## config.mk

```make
export PLATFORM = sky130hd
export DESIGN_NAME = tcc_top
export DESIGN_NICKNAME = d
export VERILOG_FILES = /design/src/tcc_pkg.sv /design/src/tcc_sync.sv /design/src/tcc_chan.sv /design/src/tcc_top.sv
export VERILOG_INCLUDE_DIRS = /design/src
export SDC_FILE = /design/constraint.sdc
export NUM_CORES = 1
export LEC_CHECK = 0
export ABC_AREA = 0
export BUFFER_PORTS_ARGS = -buffer_cell sky130_fd_sc_hd__buf_2
export CORE_MARGIN = 4
export CORE_UTILIZATION = 61
export CTS_BUF_LIST = sky130_fd_sc_hd__clkbuf_8
export DETAILED_ROUTE_END_ITERATION = 8
export PLACE_DENSITY = 0.83
export SLEW_MARGIN = 20
export SYNTH_ARGS = -nofsm -noshare
export SYNTH_HDL_FRONTEND = slang
export SYNTH_SLANG_ARGS = --single-unit
```

## constraint.sdc

```tcl
create_clock -name pclk -period 3 [get_ports pclk]
set_input_delay 0.3 -clock pclk [delete_from_list [all_inputs] [get_ports pclk]]
set_output_delay 0.3 -clock pclk [all_outputs]
set_load 0.02 [all_outputs]
```

## src/tcc_params.svh

```systemverilog
// Constants for the capture/compare channel block: register indices,
// field positions, reset values and counter limits.
// Assumes inclusion by bare name; byte address is four times the index.
`ifndef TCC_PARAMS_SVH
`define TCC_PARAMS_SVH

// Register indices (byte address = index * 4)
`define TCC_IDX_CH0_LO   10'h0da
`define TCC_IDX_CH0_HI   10'h0db
`define TCC_IDX_CH1_LO   10'h0dc
`define TCC_IDX_CH1_HI   10'h0dd
`define TCC_IDX_CH2_LO   10'h0de
`define TCC_IDX_CH2_HI   10'h0df
`define TCC_IDX_CNT_LO   10'h0e2
`define TCC_IDX_CNT_HI   10'h0e3
`define TCC_IDX_CNT_CTL  10'h0e4
`define TCC_IDX_CTL1     10'h0e6
`define TCC_IDX_CTL2     10'h0e7
`define TCC_IDX_IRQ_ST   10'h0e8
`define TCC_IDX_IRQ_MASK 10'h0e9

// Counter control fields
`define TCC_CC_MODE_LSB  0
`define TCC_CC_CH1F_POS  6
`define TCC_CC_CH2F_POS  7

// Channel control fields
`define TCC_CTL_RSVD_POS 7
`define TCC_CTL_IM_POS   6
`define TCC_CTL_ACT_LSB  3
`define TCC_CTL_SEL_POS  2
`define TCC_CTL_CAP_LSB  0

// Reset values
`define TCC_CTL_RST      8'h40
`define TCC_VAL_RST      16'h0000
`define TCC_MASK_RST     2'h0

// Counter limits
`define TCC_CNT_TOP      16'hffff
`define TCC_CNT_ZERO     16'h0000
`define TCC_CNT_ONE      16'h0001

`endif

```

## src/tcc_pkg.sv

```systemverilog
// Types shared by the capture/compare channel block.
// Assumes nothing beyond a SystemVerilog compiler.
package tcc_pkg;

	typedef enum logic [1:0] {
		tcc_cnt_stop = 2'h0,
		tcc_cnt_free = 2'h1,
		tcc_cnt_mod  = 2'h2,
		tcc_cnt_updn = 2'h3
	} tcc_cnt_mode_t;

	typedef enum logic [2:0] {
		tcc_act_set      = 3'h0,
		tcc_act_clr      = 3'h1,
		tcc_act_tgl      = 3'h2,
		tcc_act_set_up   = 3'h3,
		tcc_act_clr_up   = 3'h4,
		tcc_act_clr0_set = 3'h5,
		tcc_act_set0_clr = 3'h6,
		tcc_act_none     = 3'h7
	} tcc_act_t;

	typedef enum logic [1:0] {
		tcc_cap_off  = 2'h0,
		tcc_cap_rise = 2'h1,
		tcc_cap_fall = 2'h2,
		tcc_cap_both = 2'h3
	} tcc_cap_t;

	typedef struct packed {
		logic     rsvd;
		logic     im;
		tcc_act_t act;
		logic     sel;
		tcc_cap_t cap;
	} tcc_ctl_t;

	typedef struct packed {
		logic s1;
		logic s2;
		logic s3;
		logic lvl;
	} tcc_sync_st_t;

	typedef struct packed {
		logic out;
		logic prev;
	} tcc_chan_st_t;

	typedef struct packed {
		logic [15:0]   ch0_val;
		logic [15:0]   ch1_val;
		logic [15:0]   ch2_val;
		tcc_ctl_t      ctl1;
		tcc_ctl_t      ctl2;
		tcc_cnt_mode_t mode;
		logic [1:0]    flags;
		logic [15:0]   cnt;
		logic          up;
		logic [1:0]    irq_st;
		logic [1:0]    irq_mask;
		logic [31:0]   prdata;
	} tcc_regs_t;

endpackage

```

## src/tcc_sync.sv

```systemverilog
// Three-stage input synchroniser with agreement filter.
// Assumes an asynchronous level on din.
`timescale 1ns/1ns
`default_nettype none
module tcc_sync
	import tcc_pkg::*;
(
	// Clock and reset
	input  wire logic pclk,
	input  wire logic presetn,
	input  wire logic ce,
	// Level
	input  wire logic din,
	output logic      lvl
);
	tcc_sync_st_t st_ff;
	tcc_sync_st_t nxt_st;

	always_comb begin
		nxt_st    = st_ff;
		nxt_st.s1 = din;
		nxt_st.s2 = st_ff.s1;
		nxt_st.s3 = st_ff.s2;
		// Accept a change once stages two and three agree
		if (st_ff.s2 == st_ff.s3) begin
			nxt_st.lvl = st_ff.s3;
		end
	end

	always_ff @(posedge pclk or negedge presetn) begin
		if (!presetn) begin
			st_ff <= '0;
		end else if (ce) begin
			st_ff <= nxt_st;
		end
	end

	assign lvl = st_ff.lvl;
endmodule
`default_nettype wire

```

## src/tcc_chan.sv

```systemverilog
// One capture/compare channel: output action on match, edge capture.
// Assumes a synchronised capture level and the shared counter state.
`timescale 1ns/1ns
`default_nettype none
`include "tcc_params.svh"
module tcc_chan
	import tcc_pkg::*;
(
	// Clock and reset
	input  wire logic        pclk,
	input  wire logic        presetn,
	input  wire logic        ce,
	// Configuration
	input  wire tcc_ctl_t    ctl,
	input  wire logic [15:0] own_val,
	input  wire logic [15:0] ch0_val,
	// Counter state
	input  wire logic [15:0] cnt,
	input  wire logic        tick,
	input  wire logic        count_up,
	input  wire logic        updown,
	// Pins
	input  wire logic        cap_lvl,
	output logic             cmp_out,
	// Events
	output logic             cap_stb,
	output logic             evt
);
	tcc_chan_st_t st_ff;
	tcc_chan_st_t nxt_st;
	logic         rise;
	logic         fall;
	logic         match;
	logic         match0;
	logic         zero;

	always_comb begin
		nxt_st      = st_ff;
		nxt_st.prev = cap_lvl;
		rise        = cap_lvl & ~st_ff.prev;
		fall        = ~cap_lvl & st_ff.prev;
		match       = tick & (cnt == own_val);
		match0      = tick & (cnt == ch0_val);
		zero        = tick & (cnt == `TCC_CNT_ZERO);
		// Edge select applies in capture mode only
		cap_stb = ~ctl.sel & ((ctl.cap[0] & rise) | (ctl.cap[1] & fall));
		evt     = cap_stb | (ctl.sel & match);
		if (ctl.sel) begin
			unique case (ctl.act)
				tcc_act_set: begin
					if (match) nxt_st.out = 1'b1;
				end
				tcc_act_clr: begin
					if (match) nxt_st.out = 1'b0;
				end
				tcc_act_tgl: begin
					if (match) nxt_st.out = ~st_ff.out;
				end
				tcc_act_set_up: begin
					if (match & count_up) begin
						nxt_st.out = 1'b1;
					end else if (updown ? (match & ~count_up) : zero) begin
						nxt_st.out = 1'b0;
					end
				end
				tcc_act_clr_up: begin
					if (match & count_up) begin
						nxt_st.out = 1'b0;
					end else if (updown ? (match & ~count_up) : zero) begin
						nxt_st.out = 1'b1;
					end
				end
				tcc_act_clr0_set: begin
					if (match) begin
						nxt_st.out = 1'b1;
					end else if (match0) begin
						nxt_st.out = 1'b0;
					end
				end
				tcc_act_set0_clr: begin
					if (match) begin
						nxt_st.out = 1'b0;
					end else if (match0) begin
						nxt_st.out = 1'b1;
					end
				end
				tcc_act_none: begin
					nxt_st.out = st_ff.out;
				end
			endcase
		end
	end

	always_ff @(posedge pclk or negedge presetn) begin
		if (!presetn) begin
			st_ff <= '0;
		end else if (ce) begin
			st_ff <= nxt_st;
		end
	end

	assign cmp_out = st_ff.out;
endmodule
`default_nettype wire

```

## src/tcc_top.sv

```systemverilog
// Capture/compare channels 1 and 2 with shared counter and APB slave.
// Assumes an APB3 master on pclk and asynchronous capture pins.
//
// Function
// - Control bit 6 at one lets the channel event set its interrupt status; resets to one.
// - Control bits 5:3 select output action on compare; reset 000.
// - Action 000 sets, 001 clears, 010 toggles output on match.
// - Action 011 sets on up match, clears at zero or down match.
// - Action 100 clears on up match, sets at zero or down match.
// - Action 101 clears at channel 0 value, sets at own value.
// - Action 110 sets at channel 0 value, clears at own; 111 unused.
// - Control bit 2 selects capture (0) or compare (1); resets 0.
// - Control bits 1:0 select capture edge: none, rise, fall, both.
// - Each channel value is 16 bits, read/written as two bytes.
// - Counter modes: stopped, free-running, modulo, up/down to channel 0.
// - Channel flag set by event, cleared by writing 0, 1 no effect.
//
// Register access over APB was decided locally.
`timescale 1ns/1ns
`default_nettype none
`include "tcc_params.svh"
module tcc_top
	import tcc_pkg::*;
(
	// Clock, reset and enable
	input  wire logic        pclk,
	input  wire logic        presetn,
	input  wire logic        ce,
	// APB slave
	input  wire logic        psel,
	input  wire logic        penable,
	input  wire logic        pwrite,
	input  wire logic [11:0] paddr,
	input  wire logic [31:0] pwdata,
	output logic      [31:0] prdata,
	output logic             pready,
	output logic             pslverr,
	// Channel pins
	input  wire logic        ch1_cap_in,
	input  wire logic        ch2_cap_in,
	output logic             ch1_cmp_out,
	output logic             ch2_cmp_out,
	// Interrupt
	output logic             irq
);
	tcc_regs_t   st_ff;
	tcc_regs_t   nxt_st;
	logic [9:0]  idx;
	logic        wr;
	logic        rd_setup;
	logic        tick;
	logic        updown;
	logic        ch1_lvl;
	logic        ch2_lvl;
	logic        ch1_cap;
	logic        ch2_cap;
	logic        ch1_evt;
	logic        ch2_evt;
	logic [1:0]  evt;
	logic [1:0]  req;

	// Replace one byte of a 16-bit value
	function automatic logic [15:0] put_byte(input logic [15:0] v,
			input logic hi, input logic [7:0] b);
		put_byte = hi ? {b, v[7:0]} : {v[15:8], b};
	endfunction

	// Mapped register index
	function automatic logic is_mapped(input logic [9:0] i);
		case (i)
			`TCC_IDX_CH0_LO, `TCC_IDX_CH0_HI,
			`TCC_IDX_CH1_LO, `TCC_IDX_CH1_HI,
			`TCC_IDX_CH2_LO, `TCC_IDX_CH2_HI,
			`TCC_IDX_CNT_LO, `TCC_IDX_CNT_HI,
			`TCC_IDX_CNT_CTL, `TCC_IDX_CTL1, `TCC_IDX_CTL2,
			`TCC_IDX_IRQ_ST, `TCC_IDX_IRQ_MASK: is_mapped = 1'b1;
			default: is_mapped = 1'b0;
		endcase
	endfunction

	assign idx      = paddr[11:2];
	assign wr       = psel & penable & pwrite;
	assign rd_setup = psel & ~penable & ~pwrite;
	assign tick     = (st_ff.mode != tcc_cnt_stop);
	assign updown   = (st_ff.mode == tcc_cnt_updn);
	assign evt      = {ch2_evt, ch1_evt};
	assign req      = evt & {st_ff.ctl2.im, st_ff.ctl1.im};

	tcc_sync u_sync1 (
		.pclk    (pclk),
		.presetn (presetn),
		.ce      (ce),
		.din     (ch1_cap_in),
		.lvl     (ch1_lvl)
	);

	tcc_sync u_sync2 (
		.pclk    (pclk),
		.presetn (presetn),
		.ce      (ce),
		.din     (ch2_cap_in),
		.lvl     (ch2_lvl)
	);

	tcc_chan u_chan1 (
		.pclk     (pclk),
		.presetn  (presetn),
		.ce       (ce),
		.ctl      (st_ff.ctl1),
		.own_val  (st_ff.ch1_val),
		.ch0_val  (st_ff.ch0_val),
		.cnt      (st_ff.cnt),
		.tick     (tick),
		.count_up (st_ff.up),
		.updown   (updown),
		.cap_lvl  (ch1_lvl),
		.cmp_out  (ch1_cmp_out),
		.cap_stb  (ch1_cap),
		.evt      (ch1_evt)
	);

	tcc_chan u_chan2 (
		.pclk     (pclk),
		.presetn  (presetn),
		.ce       (ce),
		.ctl      (st_ff.ctl2),
		.own_val  (st_ff.ch2_val),
		.ch0_val  (st_ff.ch0_val),
		.cnt      (st_ff.cnt),
		.tick     (tick),
		.count_up (st_ff.up),
		.updown   (updown),
		.cap_lvl  (ch2_lvl),
		.cmp_out  (ch2_cmp_out),
		.cap_stb  (ch2_cap),
		.evt      (ch2_evt)
	);

	always_comb begin
		nxt_st = st_ff;

		// Shared counter
		unique case (st_ff.mode)
			tcc_cnt_stop: begin
				nxt_st.up = 1'b1;
			end
			tcc_cnt_free: begin
				nxt_st.up  = 1'b1;
				nxt_st.cnt = (st_ff.cnt == `TCC_CNT_TOP) ? `TCC_CNT_ZERO
					: st_ff.cnt + `TCC_CNT_ONE;
			end
			tcc_cnt_mod: begin
				nxt_st.up  = 1'b1;
				nxt_st.cnt = (st_ff.cnt >= st_ff.ch0_val) ? `TCC_CNT_ZERO
					: st_ff.cnt + `TCC_CNT_ONE;
			end
			tcc_cnt_updn: begin
				if (st_ff.up) begin
					if (st_ff.cnt >= st_ff.ch0_val) begin
						nxt_st.up  = 1'b0;
						nxt_st.cnt = (st_ff.cnt == `TCC_CNT_ZERO) ? `TCC_CNT_ZERO
							: st_ff.cnt - `TCC_CNT_ONE;
					end else begin
						nxt_st.cnt = st_ff.cnt + `TCC_CNT_ONE;
					end
				end else begin
					if (st_ff.cnt == `TCC_CNT_ZERO) begin
						nxt_st.up  = 1'b1;
						nxt_st.cnt = (st_ff.ch0_val == `TCC_CNT_ZERO) ? `TCC_CNT_ZERO
							: `TCC_CNT_ONE;
					end else begin
						nxt_st.cnt = st_ff.cnt - `TCC_CNT_ONE;
					end
				end
			end
		endcase

		// Register writes at the access edge
		if (wr) begin
			unique case (idx)
				`TCC_IDX_CH0_LO: nxt_st.ch0_val = put_byte(st_ff.ch0_val, 1'b0, pwdata[7:0]);
				`TCC_IDX_CH0_HI: nxt_st.ch0_val = put_byte(st_ff.ch0_val, 1'b1, pwdata[7:0]);
				`TCC_IDX_CH1_LO: nxt_st.ch1_val = put_byte(st_ff.ch1_val, 1'b0, pwdata[7:0]);
				`TCC_IDX_CH1_HI: nxt_st.ch1_val = put_byte(st_ff.ch1_val, 1'b1, pwdata[7:0]);
				`TCC_IDX_CH2_LO: nxt_st.ch2_val = put_byte(st_ff.ch2_val, 1'b0, pwdata[7:0]);
				`TCC_IDX_CH2_HI: nxt_st.ch2_val = put_byte(st_ff.ch2_val, 1'b1, pwdata[7:0]);
				`TCC_IDX_CNT_LO: nxt_st.cnt = put_byte(st_ff.cnt, 1'b0, pwdata[7:0]);
				`TCC_IDX_CNT_HI: nxt_st.cnt = put_byte(st_ff.cnt, 1'b1, pwdata[7:0]);
				`TCC_IDX_CNT_CTL: begin
					nxt_st.mode  = tcc_cnt_mode_t'(pwdata[`TCC_CC_MODE_LSB +: 2]);
					nxt_st.flags = st_ff.flags & {pwdata[`TCC_CC_CH2F_POS],
						pwdata[`TCC_CC_CH1F_POS]};
				end
				`TCC_IDX_CTL1: nxt_st.ctl1 = tcc_ctl_t'(pwdata[7:0]);
				`TCC_IDX_CTL2: nxt_st.ctl2 = tcc_ctl_t'(pwdata[7:0]);
				`TCC_IDX_IRQ_ST: nxt_st.irq_st = st_ff.irq_st & ~pwdata[1:0];
				`TCC_IDX_IRQ_MASK: nxt_st.irq_mask = pwdata[1:0];
				default: nxt_st.irq_mask = st_ff.irq_mask;
			endcase
		end

		// Capture overrides a write in the same cycle
		if (ch1_cap) nxt_st.ch1_val = st_ff.cnt;
		if (ch2_cap) nxt_st.ch2_val = st_ff.cnt;

		// Set wins over clear
		nxt_st.flags  = nxt_st.flags | evt;
		nxt_st.irq_st = nxt_st.irq_st | req;

		// Read data sampled in the setup cycle
		if (rd_setup) begin
			unique case (idx)
				`TCC_IDX_CH0_LO: nxt_st.prdata = {24'h000000, st_ff.ch0_val[7:0]};
				`TCC_IDX_CH0_HI: nxt_st.prdata = {24'h000000, st_ff.ch0_val[15:8]};
				`TCC_IDX_CH1_LO: nxt_st.prdata = {24'h000000, st_ff.ch1_val[7:0]};
				`TCC_IDX_CH1_HI: nxt_st.prdata = {24'h000000, st_ff.ch1_val[15:8]};
				`TCC_IDX_CH2_LO: nxt_st.prdata = {24'h000000, st_ff.ch2_val[7:0]};
				`TCC_IDX_CH2_HI: nxt_st.prdata = {24'h000000, st_ff.ch2_val[15:8]};
				`TCC_IDX_CNT_LO: nxt_st.prdata = {24'h000000, st_ff.cnt[7:0]};
				`TCC_IDX_CNT_HI: nxt_st.prdata = {24'h000000, st_ff.cnt[15:8]};
				`TCC_IDX_CNT_CTL: nxt_st.prdata = {24'h000000, st_ff.flags, 4'h0,
					st_ff.mode};
				`TCC_IDX_CTL1: nxt_st.prdata = {24'h000000, st_ff.ctl1};
				`TCC_IDX_CTL2: nxt_st.prdata = {24'h000000, st_ff.ctl2};
				`TCC_IDX_IRQ_ST: nxt_st.prdata = {30'h00000000, st_ff.irq_st};
				`TCC_IDX_IRQ_MASK: nxt_st.prdata = {30'h00000000, st_ff.irq_mask};
				default: nxt_st.prdata = 32'h00000000;
			endcase
		end
	end

	always_ff @(posedge pclk or negedge presetn) begin
		if (!presetn) begin
			st_ff          <= '0;
			st_ff.ch0_val  <= `TCC_VAL_RST;
			st_ff.ch1_val  <= `TCC_VAL_RST;
			st_ff.ch2_val  <= `TCC_VAL_RST;
			st_ff.ctl1     <= tcc_ctl_t'(`TCC_CTL_RST);
			st_ff.ctl2     <= tcc_ctl_t'(`TCC_CTL_RST);
			st_ff.mode     <= tcc_cnt_stop;
			st_ff.up       <= 1'b1;
			st_ff.irq_mask <= `TCC_MASK_RST;
		end else if (ce) begin
			st_ff <= nxt_st;
		end
	end

	// Zero-wait slave; frozen while the enable is low
	assign pready  = ce;
	assign pslverr = psel & penable & ~is_mapped(idx);
	assign prdata  = st_ff.prdata;
	assign irq     = |(st_ff.irq_st & st_ff.irq_mask);
endmodule
`default_nettype wire

```

==> impl_results.rst <==
.. list-table::
   :header-rows: 1

   * - Metric
     - Value
   * - Clock sink count
     - between 100 and 150
   * - Effective utilization at floorplan
     - a little over three fifths
   * - Count of fill cells added during filler insertion
     - 1006
   * - Post-route met1 wirelength
     - 9480 um
   * - Startpoint class of the critical path
     - register
   * - Port buffer count
     - 38
   * - Fin. Hold Viols
     - 0
   * - Max layer used
     - met4
   * - Count of state elements after synthesis
     - 109
   * - Final layout net count
     - 990
   * - Largest cells by area after synthesis
     - dfrtp_1, o21ai_0, nand2_1, mux2_2, xor2_1
   * - Top cells by instance count after synthesis
     - dfrtp_1, nand2_1, o21ai_0
   * - Antenna Nets Post-Route
     - 0
   * - Detailed router's first-iteration violation count
     - around 1300
   * - Met2 WL post-DR
     - around 11000 um
   * - Number of placement rows
     - 40
   * - Setup TNS
     - 0 ps
   * - Area of the multi-input gates
     - 4370 um^2
   * - Via/cell ratio
     - just under 7
   * - Fin. max-slew vios
     - 0
   * - Static leakage
     - 0.00361 uW
   * - Synth-to-layout area growth
     - 9.63%
   * - Synth Warn #
     - 0
   * - Average size of a mapped cell
     - about 8.5 um^2
   * - Synthesized cell area
     - 7560 um^2
   * - Dominant register cell in the synthesized netlist
     - dfrtp_1
   * - Pre-Repair DR Iteration Count
     - 6
   * - Max_cap viols
     - 0
   * - Largest driver fanout on the critical path
     - 6
   * - CTS clk-pin slew, worst paths
     - 120 ps
   * - Result of the run
     - completed
   * - Area share of the leading cell type in the synthesized netlist
     - 35.1%
   * - GRT overflow
     - 0
   * - Start-to-end type of the worst setup path
     - register to register
   * - Category of the worst setup path capture point
     - register
   * - Total power divided by cell area
     - about 400 nW/um^2
   * - Number of cell instances on the worst register-to-register path
     - 10
   * - Initial antenna violation count
     - 0
   * - H-tree levels
     - 3
   * - Total via count in the routed design
     - between 7000 and 8000
   * - Number of design rule violations left after detail routing
     - 0
   * - Worst min-delay path class
     - input pin to register
   * - Clock insertion delay at the later pin of the skew report
     - 410 ps
   * - Number of inserted diodes
     - 0
   * - Highest clock rate
     - around 350 MHz
   * - Register area share after synthesis
     - 36.1%
   * - Height of the die
     - 119 um
   * - Count of flip-flops with a built-in enable after synthesis
     - 0
   * - Async S/R FF share, synth
     - between 90% and 100%
   * - RD Place Congestion
     - 1.02
   * - Number of instances in the synthesized netlist
     - 885
   * - Largest net degree at the start of global routing
     - 49
   * - Total clock buffers created by CTS
     - 9
   * - Count of buffering cells on the critical path with inverters included
     - 2
   * - Most frequent cell after synthesis
     - dfrtp_1
   * - Setup Viol. Count Final
     - 0
   * - CTS root buffer
     - clkbuf_8
   * - Met3 routed WL
     - 3600 um
   * - Count of distinct cell types in the synthesized netlist
     - 71
   * - Post-CTS Setup Inserts
     - 0
   * - Count of cells along the worst hold path
     - 2
   * - Worst-path cell with the longest stage delay
     - dfrtp_1
   * - Clk_skew
     - 22.9 ps
   * - Non-filler instance count after layout
     - 1093
   * - Area occupied by registers
     - 2730 um^2
   * - Required time reported for the critical path endpoint
     - 3340 ps
   * - Setup repair after global routing missed its margin
     - no
   * - Combined global-route utilization of all metal layers
     - ~35%
   * - Die width
     - 119 um
   * - Most area-hungry cell type in the Yosys netlist
     - dfrtp_1
   * - Via count of the first global-routing pass
     - 7067
   * - Total placed cells including tap cells
     - about 1100
   * - Post-detailed-route wirelength per cell
     - 23.2 um
   * - Min cycle time layout
     - between 2000 and 3000 ps
   * - Core Region
     - 12100 um^2
   * - Total wire length
     - 25300 um
   * - Clock tree from TritonCTS
     - built
   * - Worst rel slew slack
     - 34.3%
   * - Io pins
     - 89
   * - Cell family contributing the most delay on the critical path
     - simple AND/OR/NAND/NOR gates
   * - Share of the cycle needed by the critical path after routing
     - 96.1%
   * - Peak supply drop
     - just under 0.3 mV
   * - Max Root-Sink Buffers
     - 2
   * - Worst endpoint data arrival time
     - approximately 3200 ps
   * - Layout cells sized above 1
     - between 10% and 20%
   * - Total stage count of the critical path
     - 10
   * - Floorplan die area
     - approximately 14000 um^2
   * - First-pass GRT wire length
     - between 30000 and 40000 um
   * - Total half-perimeter wirelength after legalization and detailed placement
     - ~19000 um
   * - Delay contributed by the slowest stage of the critical path
     - between 500 and 600 ps
   * - Cells traversed along the worst timing path
     - inv_1, ha_1, nor3b_1, nand3_1, or3_1, buf_4, o21ai_0, nand2b_1, o221ai_1, a21oi_1
   * - Slew @ Worst Pin
     - 978 ps
## what timing repair did
item                                    4_1_cts  5_1_grt
hold endpoints to repair                     45        0
resized for setup                             0        3
endpoints found under the setup margin        0        4
hold buffers                                  1        0
## cells by family (layout without fill, tap and decap cells)
family / after synthesis / after routing / synth area share [%]
flip-flops: 109 / 109 / 36.1
adder cells (fa/ha/maj): 18 / 18 / 2.98
AO/OA/AOI/OAI: 264 / 264 / 23.2
multiplexers: 33 / 33 / 4.83
buffers and inverters: 116 / 133 / 7.56
AND/OR/NAND/NOR: 299 / 299 / 20.0
XOR/XNOR: 45 / 45 / 5.21
other: 1 / 24 / 0.0496
## final timing paths
check / endpoint / slack [ps] / start
max: st_ff[37] / 120 / st_ff[38]
min: u_sync1.nxt_st[2] / 120 / ch1_cap_in
max reg2reg: st_ff[37] / 120 / st_ff[38]
min reg2reg: prdata[3] / 490 / prdata[3]
max in group asynchronous: st_ff[75] / 1810 / presetn
min in group asynchronous: st_ff[45] / 450 / presetn
## layout make-up
type / instances / area share (%)
Clock inverter: 6 / 1.40
Clock buffer: 10 / 1.66
Multi-Input combinational cell: 683 / 52.8
Tap cell: 168 / 2.54
Sequential cell: 109 / 33.0
Inverter: 22 / 0.996
Timing Repair Buffer: 95 / 7.67
## placed cells by master, fill, tap and decap left out, types with 18 or more instances in the layout
cell | Yosys | final
a21oi_1 | 47 | 44
a22oi_1 | 27 | 27
buf_2 | 4 | 37
buf_4 | 33 | 56
conb_1 | 1 | 24
dfrtp_1 | 106 | 106
ha_1 | 18 | 18
inv_1 | 22 | 22
mux2_2 | 28 | 28
nand2_1 | 96 | 96
nand3_1 | 25 | 25
nand4_1 | 22 | 22
nor2_1 | 56 | 56
o21ai_0 | 77 | 77
xor2_1 | 30 | 30
## stage by stage
step | hold WS [ps] | power, uW | utilization, % | setup WS, ps | area [um^2]
floorplan | 4.41 | 2050 | - | 326 | 7650
global placement | 375 | 2220 | 66.4 | 219 | 8010
detailed placement | 369 | 2230 | 66.4 | 226 | 8010
CTS | 114 | 3350 | 68.6 | 186 | 8280
global route | 120 | 3470 | 68.7 | 39.9 | 8290
finish | 121 | 3370 | 68.7 | 118 | 8290
## report_power, final
part           switching (uW)  internal (uW)
Clock                     556            587
Sequential               80.2           1550
Combinational             383            220
Total                    1020           2350
## registers in the layout, summed over array words and instances, names as in the netlist
register,flops
u_sync2.nxt_st,2
u_chan1.cmp_out,1
u_chan2.st_ff,1
u_chan2.cmp_out,1
u_sync1.lvl,1
u_chan1.st_ff,1
u_sync2.st_ff,1
prdata,8
u_sync1.st_ff,1
u_sync1.nxt_st,2
st_ff,89
u_sync2.lvl,1
## routing by layer
metal / track usage (%) / vias to the layer above
met5: 0 / -
met1: 47.6 / 3501
met3: 11.3 / 139
met2: 52.1 / 617
li1: - / 3281
met4: 16.5 / 0
(Power assumes the default switching activity.)
